===== src/logic/smv_map.svh =====
// register offsets, field positions, reset values and timing counts
// assumes a 10 MHz system clock and a byte-addressed 32-bit register bus
`ifndef SMV_MAP_SVH
`define SMV_MAP_SVH

// ==============================================
// clock
`define SMV_CLK_MHZ         10

// ==============================================
// register byte offsets
`define SMV_OFS_UV          8'h00
`define SMV_OFS_OV          8'h04
`define SMV_OFS_PRE_SAFE    8'h08
`define SMV_OFS_CORE_SAFE   8'h0C
`define SMV_OFS_CFG         8'h10
`define SMV_OFS_STATE       8'h14
`define SMV_OFS_IRQ_STAT    8'h18
`define SMV_OFS_IRQ_MASK    8'h1C

// ==============================================
// comparator index: which bit of the comparator vector is which rail
`define SMV_C_PRE_UV        0
`define SMV_C_PRE_OV        1
`define SMV_C_PRE_PROT      2
`define SMV_C_CORE_UV       3
`define SMV_C_CORE_OV       4
`define SMV_C_CORE_PROT     5
`define SMV_C_BAT_UV        6
`define SMV_C_BAT_OV        7

// ==============================================
// field positions
`define SMV_B_PRE           0
`define SMV_B_CORE          1
`define SMV_B_BAT           6
`define SMV_B_PROT          3
`define SMV_B_PRE_UV_RST    0
`define SMV_B_PRE_OV_RST    1
`define SMV_B_PRE_PROT_OFF  2
`define SMV_B_CORE_UV_RST   3
`define SMV_B_CORE_OV_RST   4
`define SMV_B_BAT_LOW_IRQ   5
`define SMV_B_GO_ACTIVE     8
`define SMV_B_ST_REQ        9
`define SMV_B_ST_BUSY       4
`define SMV_B_ST_FAIL       5
`define SMV_B_CORE_OFF      6
`define SMV_I_FAULT         0
`define SMV_I_ST_DONE       1
`define SMV_I_ST_FAIL       2

// ==============================================
// reset values
`define SMV_CFG_RST         6'h00
`define SMV_MASK_RST        3'h0

// ==============================================
// timing: least times round up to whole cycles
`define SMV_DGL_RAIL_NS     21000
`define SMV_DGL_BUV_NS      90000
`define SMV_DGL_BOV_NS      10000
`define SMV_CORE_OFF_NS     100000
`define SMV_ST_PHASE_NS     5000
`define SMV_CYC(ns)         (((ns) * `SMV_CLK_MHZ + 999) / 1000)
`define SMV_ST_PHASES       6
`define SMV_ST_MASK         8'h3F

`endif


===== src/logic/smv_pkg.sv =====
// types shared by the supply monitor modules
// assumes nothing beyond the map header
package smv_pkg;
  typedef enum logic [2:0] {SMV_INIT, SMV_DIAG, SMV_ACTIVE, SMV_SAFE, SMV_RESET,
                            SMV_OFF} smv_state_t;
  // ordered by severity, weakest first
  typedef enum logic [1:0] {SMV_RX_NONE, SMV_RX_SAFE, SMV_RX_RESET, SMV_RX_OFF} smv_react_t;
endpackage : smv_pkg


===== src/logic/smv_st_if.sv =====
// self-test handshake between the monitor core and the pattern checker
// assumes one clock for both ends
`timescale 1ns/1ps
interface smv_st_if;
  logic       start;
  logic       busy;
  logic       done;
  logic       fail;
  logic       pattern;
  logic [7:0] observe;
  modport check (input start, input observe, output busy, output done, output fail,
                 output pattern);
  modport owner (output start, output observe, input busy, input done, input fail,
                 input pattern);
endinterface : smv_st_if


===== src/logic/smv_deglitch.sv =====
// per-comparator deglitch filter
// assumes the comparator level is already synchronous to clk_sys
`timescale 1ns/1ps
module smv_deglitch #(
  parameter int unsigned CYC = 210
) (
  // clock and reset
  input  wire logic clk_sys,
  input  wire logic nrst,
  // comparator in, filtered level out
  input  wire logic fault_i,
  output logic      level_o
);
  logic [9:0] cnt_ff;

  // count while the fault stands; any gap restarts the count
  always_ff @(posedge clk_sys or negedge nrst)
  begin
    if (!nrst)
      cnt_ff <= 10'h000;
    else if (!fault_i)
      cnt_ff <= 10'h000;
    else if (cnt_ff != 10'(CYC - 1))
      cnt_ff <= cnt_ff + 10'h001;
  end

  // level drops at once: clearing only needs the fault to be gone
  assign level_o = fault_i && (cnt_ff == 10'(CYC - 1));
endmodule : smv_deglitch


===== src/logic/smv_self_test.sv =====
// comparator self-test sequencer and toggle pattern checker
// assumes the analog side forces every tested comparator to the pattern level
`timescale 1ns/1ps
`include "smv_map.svh"
module smv_self_test
  import smv_pkg::*;
(
  // clock and reset
  input wire logic clk_sys,
  input wire logic nrst,
  // handshake with the monitor core
  smv_st_if.check st
);
  localparam int unsigned PHASE_CYC = `SMV_CYC(`SMV_ST_PHASE_NS);
  logic [2:0] phase_ff;
  logic [5:0] cnt_ff;
  logic       busy_ff;
  logic       bad_ff;
  logic       done_ff;
  logic       fail_ff;
  logic       last_cyc;
  logic       mismatch;

  assign last_cyc = busy_ff && (cnt_ff == 6'(PHASE_CYC - 1));
  // compare at the end of each phase so the comparators have settled
  assign mismatch = |((st.observe ^ {8{st.pattern}}) & `SMV_ST_MASK);

  // sequencer: phases alternate the forced level, several toggles per run
  always_ff @(posedge clk_sys or negedge nrst)
  begin
    if (!nrst)
    begin
      busy_ff  <= 1'b0;
      phase_ff <= 3'h0;
      cnt_ff   <= 6'h00;
    end
    else if (!busy_ff)
    begin
      busy_ff  <= st.start;
      phase_ff <= 3'h0;
      cnt_ff   <= 6'h00;
    end
    else if (last_cyc)
    begin
      cnt_ff   <= 6'h00;
      phase_ff <= phase_ff + 3'h1;
      busy_ff  <= (phase_ff != 3'(`SMV_ST_PHASES - 1));
    end
    else
      cnt_ff <= cnt_ff + 6'h01;
  end

  // verdict: any mismatch in the run fails it
  always_ff @(posedge clk_sys or negedge nrst)
  begin
    if (!nrst)
    begin
      bad_ff  <= 1'b0;
      done_ff <= 1'b0;
      fail_ff <= 1'b0;
    end
    else
    begin
      done_ff <= last_cyc && (phase_ff == 3'(`SMV_ST_PHASES - 1));
      if (!busy_ff)
        bad_ff <= 1'b0;
      else if (last_cyc && mismatch)
        bad_ff <= 1'b1;
      if (last_cyc && (phase_ff == 3'(`SMV_ST_PHASES - 1)))
        fail_ff <= bad_ff || mismatch;
    end
  end

  assign st.busy    = busy_ff;
  assign st.pattern = ~phase_ff[0];
  assign st.done    = done_ff;
  assign st.fail    = fail_ff;
endmodule : smv_self_test


===== src/logic/smv_top.sv =====
// supply monitor event logic: sticky rail flags, fail-safe reaction,
// reset and interrupt outputs, self-test control, Avalon-MM registers
// assumes comparator and ramp levels synchronous to clk_sys
// How it works
// - each rail has own undervoltage, overvoltage flag, pre and core also a protection flag, readable over the bus
// - flags held at zero while their rail ramps up
// - flag set to one when rail leaves its window
// - set flag stays until read while its fault is gone
// - per-comparator deglitch timer; shorter faults set nothing
// - monitoring runs in every state, also with regulator off
// - self-test at power-up and on request in diagnostic, active, safe
// - self-test toggles comparators repeatedly and checks the pattern
// - self-test disturbs no rail and sets no flag or event
// - battery overvoltage sets overvoltage bit 6, goes off, reset and interrupt low
// - pre-regulator undervoltage: bit 0, reset or safe by enable, interrupt low
// - pre-regulator overvoltage: bit 0, safe or reset by enable, interrupt low
// - pre-regulator protection: safety bit 3, off or safe by enable
// - core undervoltage: bit 1, reset if enabled else no state change
// - core overvoltage: bit 1, safe or reset by enable, interrupt low
// - core protection persisting off-delay after disable goes off
// - combined enable/interrupt output is active low on fault events
//
// Our own choices: the Avalon-MM register port and the address map.
`timescale 1ns/1ps
`include "smv_map.svh"
module smv_top
  import smv_pkg::*;
(
  // clock and reset
  input  wire logic        clk_sys,
  input  wire logic        nrst,
  // register bus
  input  wire logic [7:0]  avs_address,
  input  wire logic        avs_read,
  input  wire logic        avs_write,
  input  wire logic [31:0] avs_writedata,
  input  wire logic [3:0]  avs_byteenable,
  output logic      [31:0] avs_readdata,
  output logic             avs_waitrequest,
  // analog comparators and ramp status
  input  wire logic [7:0]  cmp_fault,
  input  wire logic [2:0]  rail_ramping,
  output logic             st_force,
  output logic             st_pattern,
  output logic             corereg_disable,
  // system side
  output smv_state_t       op_state,
  output logic             reset_out_n,
  output logic             enable_irq_out_n,
  output logic             irq
);
  // ==============================================
  // bus slave
  logic        ack_ff;
  logic [31:0] rdata_ff;
  logic        rd_acc;
  logic        wr_acc;
  logic [31:0] rd_mux;
  logic [15:0] wdat;

  // one wait state: data is registered in the first cycle
  assign avs_waitrequest = (avs_read || avs_write) && !ack_ff;
  assign rd_acc          = avs_read && ack_ff;
  assign wr_acc          = avs_write && ack_ff;
  assign wdat = avs_writedata[15:0] & {{8{avs_byteenable[1]}}, {8{avs_byteenable[0]}}};

  always_ff @(posedge clk_sys or negedge nrst)
  begin
    if (!nrst)
      ack_ff <= 1'b0;
    else
      ack_ff <= (avs_read || avs_write) && !ack_ff;
  end

  // ==============================================
  // comparator filtering
  localparam int unsigned DGL_RAIL = `SMV_CYC(`SMV_DGL_RAIL_NS);
  localparam int unsigned DGL_BUV  = `SMV_CYC(`SMV_DGL_BUV_NS);
  localparam int unsigned DGL_BOV  = `SMV_CYC(`SMV_DGL_BOV_NS);
  localparam int unsigned DGL_CYC [8] = '{DGL_RAIL, DGL_RAIL, DGL_RAIL, DGL_RAIL,
                                           DGL_RAIL, DGL_RAIL, DGL_BUV, DGL_BOV};
  smv_st_if    st_bus ();
  logic [7:0]  cmp_live;
  logic [7:0]  filt;
  logic [7:0]  ramp8;
  logic [7:0]  fault;
  logic [7:0]  fault_prev_ff;
  logic [7:0]  evt;

  // while the checker forces the comparators nothing reaches the filters
  assign cmp_live       = cmp_fault & {8{!st_bus.busy}};
  assign st_bus.observe = cmp_fault;
  assign ramp8          = {{2{rail_ramping[2]}}, {3{rail_ramping[1]}}, {3{rail_ramping[0]}}};

  // no state gates the filters, so a rail is watched even when switched off
  for (genvar i = 0; i < 8; i++)
  begin : g_dgl
    smv_deglitch #(.CYC(DGL_CYC[i])) u_dgl (
      .clk_sys (clk_sys),
      .nrst    (nrst),
      .fault_i (cmp_live[i]),
      .level_o (filt[i])
    );
  end

  assign fault = filt & ~ramp8;
  assign evt   = fault & ~fault_prev_ff;

  always_ff @(posedge clk_sys or negedge nrst)
  begin
    if (!nrst)
      fault_prev_ff <= 8'h00;
    else
      fault_prev_ff <= fault;
  end

  // ==============================================
  // sticky rail flags
  logic [7:0] flag_ff;
  logic [7:0] rd_sel;

  // a read clears only the flags of that register whose fault is gone
  always_comb
  begin
    rd_sel = 8'h00;
    if (!rd_acc)
      rd_sel = 8'h00;
    else if (avs_address == `SMV_OFS_UV)
      rd_sel = 8'h49;
    else if (avs_address == `SMV_OFS_OV)
      rd_sel = 8'h92;
    else if (avs_address == `SMV_OFS_PRE_SAFE)
      rd_sel = 8'h04;
    else if (avs_address == `SMV_OFS_CORE_SAFE)
      rd_sel = 8'h20;
  end

  // set wins over the read clear: an active fault is never lost
  always_ff @(posedge clk_sys or negedge nrst)
  begin
    if (!nrst)
      flag_ff <= 8'h00;
    else
      flag_ff <= ((flag_ff & ~(rd_sel & ~fault)) | fault) & ~ramp8;
  end

  // ==============================================
  // configuration
  logic [5:0] cfg_ff;
  logic       go_active;
  logic       st_req;

  always_ff @(posedge clk_sys or negedge nrst)
  begin
    if (!nrst)
      cfg_ff <= `SMV_CFG_RST;
    else if (wr_acc && (avs_address == `SMV_OFS_CFG))
      cfg_ff <= wdat[5:0];
  end

  assign go_active = wr_acc && (avs_address == `SMV_OFS_CFG) && wdat[`SMV_B_GO_ACTIVE];
  assign st_req    = wr_acc && (avs_address == `SMV_OFS_CFG) && wdat[`SMV_B_ST_REQ];

  // ==============================================
  // reaction per event and severity merge
  smv_react_t rx_pre_uv;
  smv_react_t rx_pre_ov;
  smv_react_t rx_pre_prot;
  smv_react_t rx_core_uv;
  smv_react_t rx_core_ov;
  smv_react_t react;
  logic       irq_evt;

  // each reaction holds for as long as its fault stands
  always_comb
  begin
    rx_pre_uv   = cfg_ff[`SMV_B_PRE_UV_RST] ? SMV_RX_RESET : SMV_RX_SAFE;
    rx_pre_ov   = cfg_ff[`SMV_B_PRE_OV_RST] ? SMV_RX_RESET : SMV_RX_SAFE;
    rx_pre_prot = cfg_ff[`SMV_B_PRE_PROT_OFF] ? SMV_RX_OFF : SMV_RX_SAFE;
    rx_core_uv  = cfg_ff[`SMV_B_CORE_UV_RST] ? SMV_RX_RESET : SMV_RX_NONE;
    rx_core_ov  = cfg_ff[`SMV_B_CORE_OV_RST] ? SMV_RX_RESET : SMV_RX_SAFE;
    react = SMV_RX_NONE;
    // strongest wins regardless of which fault arrived first
    if (fault[`SMV_C_BAT_OV]
        || (fault[`SMV_C_PRE_PROT] && (rx_pre_prot == SMV_RX_OFF)))
      react = SMV_RX_OFF;
    else if ((fault[`SMV_C_PRE_UV] && (rx_pre_uv == SMV_RX_RESET))
             || (fault[`SMV_C_PRE_OV] && (rx_pre_ov == SMV_RX_RESET))
             || (fault[`SMV_C_CORE_UV] && (rx_core_uv == SMV_RX_RESET))
             || (fault[`SMV_C_CORE_OV] && (rx_core_ov == SMV_RX_RESET)))
      react = SMV_RX_RESET;
    else if (fault[`SMV_C_PRE_UV] || fault[`SMV_C_PRE_OV] || fault[`SMV_C_PRE_PROT]
             || fault[`SMV_C_CORE_OV] || fault[`SMV_C_CORE_PROT])
      react = SMV_RX_SAFE;
  end

  // battery low only interrupts when enabled; every other event does
  assign irq_evt = |(evt & 8'hBF)
                   || (evt[`SMV_C_BAT_UV] && cfg_ff[`SMV_B_BAT_LOW_IRQ]);

  // ==============================================
  // core regulator protection off-delay
  localparam int unsigned CORE_OFF_CYC = `SMV_CYC(`SMV_CORE_OFF_NS);
  logic        core_off_ff;
  logic [10:0] off_cnt_ff;
  logic        off_timeout;

  // the regulator stays disabled until software writes the go-active bit once the protection fault is gone
  always_ff @(posedge clk_sys or negedge nrst)
  begin
    if (!nrst)
      core_off_ff <= 1'b0;
    else if (fault[`SMV_C_CORE_PROT])
      core_off_ff <= 1'b1;
    else if (go_active)
      core_off_ff <= 1'b0;
  end

  // count only while disabled and the protection fault persists
  always_ff @(posedge clk_sys or negedge nrst)
  begin
    if (!nrst)
      off_cnt_ff <= 11'h000;
    else if (!(core_off_ff && fault[`SMV_C_CORE_PROT]))
      off_cnt_ff <= 11'h000;
    else if (!off_timeout)
      off_cnt_ff <= off_cnt_ff + 11'h001;
  end

  assign off_timeout     = (off_cnt_ff == 11'(CORE_OFF_CYC));
  assign corereg_disable = core_off_ff;

  // ==============================================
  // operating state
  smv_state_t state_ff;
  smv_state_t nxt_state;
  logic       st_ok_state;

  assign st_ok_state = (state_ff == SMV_DIAG) || (state_ff == SMV_ACTIVE)
                       || (state_ff == SMV_SAFE);

  always_comb
  begin
    nxt_state = state_ff;
    case (state_ff)
      SMV_INIT:
        if (st_bus.done)
          nxt_state = SMV_DIAG;
      SMV_DIAG, SMV_ACTIVE, SMV_SAFE:
        if ((react == SMV_RX_OFF) || off_timeout)
          nxt_state = SMV_OFF;
        else if (react == SMV_RX_RESET)
          nxt_state = SMV_RESET;
        else if (react == SMV_RX_SAFE)
          nxt_state = SMV_SAFE;
        else if (go_active)
          nxt_state = SMV_ACTIVE;
      SMV_RESET:
        if ((react == SMV_RX_OFF) || off_timeout)
          nxt_state = SMV_OFF;
        else if (react != SMV_RX_RESET)
          nxt_state = SMV_DIAG;
      SMV_OFF:
        nxt_state = SMV_OFF; // left only by a power-up reset
      default:
        nxt_state = SMV_OFF;
    endcase
  end

  always_ff @(posedge clk_sys or negedge nrst)
  begin
    if (!nrst)
      state_ff <= SMV_INIT;
    else
      state_ff <= nxt_state;
  end

  // reset output low in init, reset and off; registered to avoid glitches
  logic nrst_out_ff;
  always_ff @(posedge clk_sys or negedge nrst)
  begin
    if (!nrst)
      nrst_out_ff <= 1'b0;
    else
      nrst_out_ff <= (nxt_state != SMV_INIT) && (nxt_state != SMV_RESET)
                     && (nxt_state != SMV_OFF);
  end

  assign op_state    = state_ff;
  assign reset_out_n = nrst_out_ff;

  // ==============================================
  // self-test control
  logic st_boot_ff;
  logic st_fail_ff;

  // power-up run starts once after reset release
  always_ff @(posedge clk_sys or negedge nrst)
  begin
    if (!nrst)
      st_boot_ff <= 1'b1;
    else
      st_boot_ff <= 1'b0;
  end

  assign st_bus.start = st_boot_ff || (st_req && st_ok_state);
  assign st_force     = st_bus.busy;
  assign st_pattern   = st_bus.pattern;

  always_ff @(posedge clk_sys or negedge nrst)
  begin
    if (!nrst)
      st_fail_ff <= 1'b0;
    else if (st_bus.done)
      st_fail_ff <= st_bus.fail;
  end

  smv_self_test u_st (
    .clk_sys (clk_sys),
    .nrst    (nrst),
    .st      (st_bus.check)
  );

  // ==============================================
  // interrupt status and mask
  logic [2:0] irq_stat_ff;
  logic [2:0] irq_mask_ff;
  logic [2:0] irq_set;
  logic [2:0] irq_clr;

  assign irq_set = {st_bus.done && st_bus.fail, st_bus.done, irq_evt};
  assign irq_clr = (wr_acc && (avs_address == `SMV_OFS_IRQ_STAT)) ? wdat[2:0] : 3'h0;

  // set beats a same-cycle write-one clear
  always_ff @(posedge clk_sys or negedge nrst)
  begin
    if (!nrst)
      irq_stat_ff <= 3'h0;
    else
      irq_stat_ff <= (irq_stat_ff & ~irq_clr) | irq_set;
  end

  always_ff @(posedge clk_sys or negedge nrst)
  begin
    if (!nrst)
      irq_mask_ff <= `SMV_MASK_RST;
    else if (wr_acc && (avs_address == `SMV_OFS_IRQ_MASK))
      irq_mask_ff <= wdat[2:0];
  end

  assign irq              = |(irq_stat_ff & irq_mask_ff);
  assign enable_irq_out_n = !irq_stat_ff[`SMV_I_FAULT];

  // ==============================================
  // read data
  always_comb
  begin
    rd_mux = 32'h0000_0000;
    if (avs_address == `SMV_OFS_UV)
    begin
      rd_mux[`SMV_B_PRE]  = flag_ff[`SMV_C_PRE_UV];
      rd_mux[`SMV_B_CORE] = flag_ff[`SMV_C_CORE_UV];
      rd_mux[`SMV_B_BAT]  = flag_ff[`SMV_C_BAT_UV];
    end
    else if (avs_address == `SMV_OFS_OV)
    begin
      rd_mux[`SMV_B_PRE]  = flag_ff[`SMV_C_PRE_OV];
      rd_mux[`SMV_B_CORE] = flag_ff[`SMV_C_CORE_OV];
      rd_mux[`SMV_B_BAT]  = flag_ff[`SMV_C_BAT_OV];
    end
    else if (avs_address == `SMV_OFS_PRE_SAFE)
      rd_mux[`SMV_B_PROT] = flag_ff[`SMV_C_PRE_PROT];
    else if (avs_address == `SMV_OFS_CORE_SAFE)
      rd_mux[`SMV_B_PROT] = flag_ff[`SMV_C_CORE_PROT];
    else if (avs_address == `SMV_OFS_CFG)
      rd_mux[5:0] = cfg_ff;
    else if (avs_address == `SMV_OFS_STATE)
    begin
      rd_mux[2:0]              = state_ff;
      rd_mux[`SMV_B_ST_BUSY]   = st_bus.busy;
      rd_mux[`SMV_B_ST_FAIL]   = st_fail_ff;
      rd_mux[`SMV_B_CORE_OFF]  = core_off_ff;
    end
    else if (avs_address == `SMV_OFS_IRQ_STAT)
      rd_mux[2:0] = irq_stat_ff;
    else if (avs_address == `SMV_OFS_IRQ_MASK)
      rd_mux[2:0] = irq_mask_ff;
  end

  // captured in the wait cycle, stands while waitrequest is low
  always_ff @(posedge clk_sys or negedge nrst)
  begin
    if (!nrst)
      rdata_ff <= 32'h0000_0000;
    else if (avs_read && !ack_ff)
      rdata_ff <= rd_mux;
  end

  assign avs_readdata = rdata_ff;
endmodule : smv_top


===== config.mk =====
export PLATFORM = sky130hd
export DESIGN_NAME = smv_top
export DESIGN_NICKNAME = d
export VERILOG_FILES = /design/src/logic/smv_pkg.sv /design/src/logic/smv_st_if.sv /design/src/logic/smv_deglitch.sv /design/src/logic/smv_self_test.sv /design/src/logic/smv_top.sv
export VERILOG_INCLUDE_DIRS = /design/src /design/src/logic
export SDC_FILE = /design/constraint.sdc
export NUM_CORES = 1
export LEC_CHECK = 0
export BUFFER_PORTS_ARGS = -buffer_cell sky130_fd_sc_hd__buf_2
export CORE_UTILIZATION = 25
export CTS_CLUSTER_DIAMETER = 100
export DETAILED_ROUTE_END_ITERATION = 12
export GPL_TIMING_DRIVEN = 0
export PLACE_DENSITY = 0.38
export SYNTH_ARGS = -nofsm -noshare
export SYNTH_HDL_FRONTEND = slang
export SYNTH_SLANG_ARGS = --single-unit

===== constraint.sdc =====
create_clock -name clk_sys -period 4.9 [get_ports clk_sys]
set_input_delay 0.735 -clock clk_sys [delete_from_list [all_inputs] [get_ports clk_sys]]
set_output_delay 0.735 -clock clk_sys [all_outputs]
set_load 0.005 [all_outputs]

# [Word-level counts from Yosys, hierarchy flattened]
# Cells that the tools add are included.
[word_totals] inputBits=59 reg_bits=147 output_inout_bits=42 wordCells=236
[op_classes] addsub=11 bitwise_logic=18 mux=70 eq_ne=53 n_reduce_logical=57
[op_table] op="$mux 10" count=16
[op_table] op="$add 10x1->10 const B" count=8
[op_table] op="$eq 10x8->1 const B" count=6
[op_table] op="$ne 10x8->1 const B" count=6
[op_table] op="$mux 3" count=19
[op_table] op="$and 8x8->8" count=6
[op_table] op="$eq 8x5->1 const B" count=4
[op_table] op="$not 8->8" count=4
[op_table] op="$logic_and 1x1->1" count=31
[op_table] op="$mux 6" count=4
[op_table] op="$mux 8" count=3
[op_table] op="$mux 11" count=2
[op_table] op="$mux 2" count=10
[op_table] op="$eq 8x4->1 const B" count=2
[op_table] op="$ne 2x1->1 const B" count=8
[op_table] op="$logic_or 1x1->1" count=15
[op_table] op="$eq 2x2->1 const B" count=7
[op_table] op="$mux 1" count=13
[op_table] op="$add 11x1->11 const B" count=1
[op_table] op="$eq 11x10->1 const B" count=1
[op_table] op="$and 10x10->10" count=1
[op_table] op="$eq 10x10->1 const B" count=1
[op_table] op="$eq 10x7->1 const B" count=1
[op_table] op="$ne 10x10->1 const B" count=1
[op_table] op="27 further kinds" count=39

# [Longest topological paths before layout]
[depth] depth_word=19 ltp_mapped=8 ltp_nobuf=7

# [By module]
# A second synthesis with hierarchy kept.
[unflattened] cells_unflattened=813 area_unflattened_um2=8070.2
[by_module_without_submodules] mod="smv_top" cells_each=310 instances=1 area_per_inst_um2=2959.1
[by_module_without_submodules] mod="smv_deglitch (g_dgl[1].u_dgl ...)" cells_each=56 instances=5 area_per_inst_um2=558.0
[by_module_without_submodules] mod="smv_self_test" cells_each=62 instances=1 area_per_inst_um2=689.4
[by_module_without_submodules] mod="smv_deglitch (g_dgl[0].u_dgl)" cells_each=56 instances=1 area_per_inst_um2=568.0
[by_module_without_submodules] mod="smv_deglitch (g_dgl[7].u_dgl)" cells_each=52 instances=1 area_per_inst_um2=535.5
[by_module_without_submodules] mod="smv_deglitch (g_dgl[6].u_dgl)" cells_each=53 instances=1 area_per_inst_um2=528.0

# [Least setup slack after synthesis]
# No wires, ideal clock.
[synth_path] kind="in2reg" start="input avs_address[1]" end="register flag_ff[1]" t_required_ns=4.782 setup_slack_ns=2.542 t_arrival_ns=2.240 path_stages=6 setup_time_ns=0.118 cell_sequence="or4_1 buf_2 or4_4 or2_1 a21oi_1 nor2_1"
[synth_between] elab_chain_cells=10 word_cells_on_any_way=12
[synth_lines] item="from (decl)" line_no="smv_top.sv:33" text="input wire logic [7:0] avs_address,"
[synth_lines] item="$eq 8x4->1 (no source line)"
[synth_lines] item="$mux 6" line_no="smv_top.sv:132" text="else if (avs_address == `SMV_OFS_PRE_SAFE)"
[synth_lines] item="$mux 8" line_no="smv_top.sv:130" text="else if (avs_address == `SMV_OFS_OV)"
[synth_lines] item="$mux 8 (*)" line_no="smv_top.sv:128" text="else if (avs_address == `SMV_OFS_UV)"
[synth_lines] item="$mux 8 (*)" line_no="smv_top.sv:126" text="if (!rd_acc)"
[synth_lines] item="$and 8x8->8 (*)" line_no="smv_top.sv:144" text="flag_ff <= ((flag_ff & ~(rd_sel & ~fault)) | fault) & ~ramp8;"
[synth_lines] item="$not 8->8 (*)" line_no="smv_top.sv:144"
[synth_lines] item="$and 8x8->8 (*)" line_no="smv_top.sv:144"
[synth_lines] item="$or 8x8->8 (*)" line_no="smv_top.sv:144"
[synth_lines] item="$and 8x8->8 (*)" line_no="smv_top.sv:144"
[synth_lines] item="to (signal assigned)" line_no="smv_top.sv:144"
[synth_lines] item="to (decl)" line_no="smv_top.sv:119" text="logic [7:0] flag_ff;"
# Every way passes the cells marked *; elsewhere a longest branch is shown, timed or not.
# A chain may end at the register's enable or synchronous reset.

# [Worst setup path in the final report]
[layout_path] start="register g_dgl[6].u_dgl.cnt_ff[0]" end="register irq_stat_ff[0]"
[layout_between] elab_chain_cells=7
[layout_lines] item="from (decl)" line_no="smv_deglitch.sv:14" text="logic [9:0] cnt_ff;"
[layout_lines] item="from (signal assigned)" line_no="smv_deglitch.sv:24" text="cnt_ff <= cnt_ff + 10'h001;"
[layout_lines] item="$eq 10x10->1" line_no="smv_deglitch.sv:28" text="assign level_o = fault_i && (cnt_ff == 10'(CYC - 1));"
[layout_lines] item="$logic_and 1x1->1" line_no="smv_deglitch.sv:28"
[layout_lines] item="$and 8x8->8" line_no="smv_top.sv:106" text="assign fault = filt & ~ramp8;"
[layout_lines] item="via fault[6]" line_no="smv_top.sv:86" text="logic [7:0] fault;"
[layout_lines] item="$and 8x8->8" line_no="smv_top.sv:107" text="assign evt = fault & ~fault_prev_ff;"
[layout_lines] item="$logic_and 1x1->1" line_no="smv_top.sv:199" text="|| (evt[`SMV_C_BAT_UV] && cfg_ff[`SMV_B_BAT_LOW_IRQ]);"
[layout_lines] item="$logic_or 1x1->1" line_no="smv_top.sv:198" text="assign irq_evt = |(evt & 8'hBF)"
[layout_lines] item="$or 3x3->3" line_no="smv_top.sv:340" text="irq_stat_ff <= (irq_stat_ff & ~irq_clr) | irq_set;"
[layout_lines] item="to (signal assigned)" line_no="smv_top.sv:340"
[layout_lines] item="to (decl)" line_no="smv_top.sv:326" text="logic [2:0] irq_stat_ff;"
# The timed path passes the listed nets, and every way through them passes these cells.

==> run_results.csv <==
group,metric,value,unit
global_routing,busiest_layer,"met2",
setup_path,critPathLaunchType,"flip-flop",
setup_path,critPathKind,"flip-flop to flip-flop",
sta,fin_crit_sh,49.3,%
clock_tree,post_cts_resized,0,
setup_path,cp-startpoint,"g_dgl[6].u_dgl.cnt_ff[0]",
route,drc,0,
logic_synthesis,yosysSeqAreaShare,48.1,%
global_routing,met1_usage,17.3,%
global_routing,overflow,0,
route,postRouteAntennaNets,0,
clock_tree,htree_levels,4,
logic_synthesis,avgSynthCellArea,9.78,um2
job,drv_cap,0,
logic_synthesis,synthTopCellsByArea,"dfrtp_1, xor2_1, nor2_1, ha_1, nand3_1",
place,finalWeightedCongestion,0.741,
sta,finalSetupViolations,0,
logic_synthesis,ys_warn_count,0,
floorplanning,die_h,177,um
logic_synthesis,synth_edf_count,0,
floorplanning,chipWidth,177,um
setup_path,crit_path_max_fanout,6,
clock_tree,cts_buffers,17,
sta,hold-worst-slack,0.185,ns
logic_synthesis,synth_cells,782,
clock_tree,cts_setup_buffers,0,
global_routing,grt_first_pass_wirelength,30600,um
sta,fin_crit,2.42,ns
floorplanning,start_util,25.6,%
run_status,status,"finished, final reports clean",
setup_path,reg2reg_to,"irq_stat_ff[0]",
clock_tree,root_buffer,"clkbuf_16",
pwr,ir_drop,0.223,mV
global_routing,grtUsageTotal,12.7,%
place,io_buffers,46,
clock_tree,cts.sinks,147,
sta,finalSetupTns,0,ns
finish,nNetsFinal,952,
sta,slew_violations,0,
finish,fillers,3117,
logic_synthesis,netlist.area_leader.share,47.8,%
route,drt-total-wl,18600,um
floorplanning,coreArea,29900,um2
global_routing,grt_pass1_vias,5494,
sta,rsz0062_at_grt,"no",
floorplanning,dieArea,31300,um2
sta,hold_violations,0,
setup_path,rrSetupSlack,2.48,ns
finish,drive_above_1_share,15.6,%
setup_path,critPathRequiredTime,5.25,ns
logic_synthesis,yosysTopAreaCell,"dfrtp_1",
setup_path,r2r_start,"g_dgl[6].u_dgl.cnt_ff[0]",
floorplanning,io_pins,101,
logic_synthesis,synth_flop_cell,"dfrtp_1",
clock_tree,clockBufferDepth,2,
pwr,leakagePower,3.89,nW
global_routing,use_met2,19.9,%
clock_tree,cts_tree,"built",
global_routing,grt_max_degree,111,
logic_synthesis,yosys_register_bits,147,
setup_path,end_kind,"flip-flop",
setup_path,worstRegToRegCells,7,
clock_tree,postCtsHoldBufs,0,
logic_synthesis,synth_cell_types,80,
sta,clock.fmax,414,MHz
sta,relSlewSlack,43.0,%
hold_path,holdCritPathClass,"input port to asynchronous set/reset pin",
clock_tree,path_clk_slew,0.07,ns
global_routing,met3_usage,3.07,%
route,drt_iter0_markers,276,
route,vias_per_cell,4.45,
clock_tree,clock_latency,0.43,ns
sta,fin_skew,0.00756,ns
route,vias,5686,
logic_synthesis,async_flop_share,100,%
logic_synthesis,netlist_area,7650,um2
route,drtPass1Iterations,4,
route,post_drt_wl_per_cell,14.6,um
place,dp_hpwl,13600,um
sta,tightestPinTransition,0.848,ns
global_routing,antenna_found_initial,1,
setup_path,crit_arrival,2.77,ns
pwr,p_per_area,292,nW/um2
finish,syn_to_final_growth,18.5,%
floorplanning,row_count,63,
-- how the worst max path moves through the flow --
stage	end	slack, ns	depth (start not counted)
final	irq_stat_ff[0]	2.48	7
after global routing	reset_out_n	2.20	6
after CTS	irq_stat_ff[0]	2.42	7
after detailed placement	irq_stat_ff[0]	2.15	7
after global placement	g_dgl[7].u_dgl.cnt_ff[2]	0.50	1
after floorplan	flag_ff[1]	2.54	6
-- power by group --
group / internal (W) / switching, W
sequential: 0.00122 / 0.0000125
clock: 0.000706 / 0.000557
combinational: 0.0000609 / 0.0000862
total: 0.00199 / 0.000656
-- cell families (layout without fill, tap and decap cells) --
kind of cell / after synthesis / after routing / share of synthesized area (%)
XOR/XNOR: 70 / 70 / 8.02
other: 1 / 27 / 0.0490
multiplexers: 14 / 14 / 2.36
adder cells (fa/ha/maj): 21 / 21 / 3.40
AND/OR/NAND/NOR: 363 / 363 / 25.5
buffers and inverters: 79 / 158 / 5.29
flip-flops: 147 / 147 / 48.1
AO/OA/AOI/OAI: 87 / 87 / 7.28
-- routing by layer --
metal | vias up | part of all wire, %
met3 | 11 | 3.2
li1 | 2845 | -
met1 | 2766 | 49
met4 | 0 | 0.98
met2 | 64 | 47
met5 | - | 0
-- metrics by stage --
stage	total power [W]	area (um2)	instances	setup slack (ns)	utilization, %
floorplan	0.00133	7740	807	2.54	-
global placement	0.00141	8460	1243	0.504	28.3
detailed placement	0.00141	8500	1244	2.15	28.5
CTS	0.00271	9060	1276	2.42	30.3
global route	0.00277	9060	1276	2.20	30.3
finish	0.00265	9060	1277	2.48	30.3
-- flip-flops by register name (all words and copies together) (netlist names), 3 cells and up --
register	count
u_st.phase_ff	3
fault_prev_ff	8
off_cnt_ff	11
op_state	3
flag_ff	8
g_dgl.u_dgl.cnt_ff	80
cfg_ff	6
avs_readdata	7
u_st.cnt_ff	6
irq_mask_ff	3
irq_stat_ff	3
-- placed cells by master (no fill, tap or decap), types with 24 or more instances in the layout --
master   count
conb_1      26
xor2_1      46
xnor2_1     24
inv_1       29
dfrtp_1    146
nand3_1     46
nand2_1     60
nor2_1     104
buf_2       46
o21ai_0     27
a21oi_1     26
buf_4       26
-- synth_stat cells (all sizes together) (3+ instances only) --
cell and number:
mux2i 9, or3 11, and4b 4, nor3 23, o21ai 29, nand2b 18, buf 29, nor4b 3
nor2 104, nor3b 5, or4 3, xnor2 24, and4 8, nand3 46, a21oi 26, a21o 3
a22oi 3, a31o 3, or2 3, or3b 3, and3 18, ha 20, mux4 3, and2 5
nand4 14, nand3b 6, inv 29, a2111oi 3, and2b 3, nand2 60, nor4 8, xor2 46
nand4b 4, clkbuf 21, dfrtp 146
-- cell type report --
cell class / count / area (um2) / area share (%)
Clock inverter: 13 / 125 / 1.38
Tap cell: 390 / 488 / 5.38
Timing Repair Buffer: 47 / 268 / 2.95
Buffer: 50 / 295 / 3.26
Clock buffer: 19 / 433 / 4.78
Inverter: 29 / 109 / 1.20
Antenna cell: 1 / 2.50 / 0.0276
Sequential cell: 147 / 3680 / 40.6
Multi-Input combinational cell: 581 / 3660 / 40.4
-- critical path, stage by stage, from the launching register on --
cell	delay, ns
dfrtp_1	0.39
ha_1	0.28
nand4_1	0.12
or4_1	0.47
clkbuf_1	0.17
nor3_1	0.57
a222oi_1	0.19
nand3_1	0.15
Note: power is estimated with default switching activity, not from simulation.
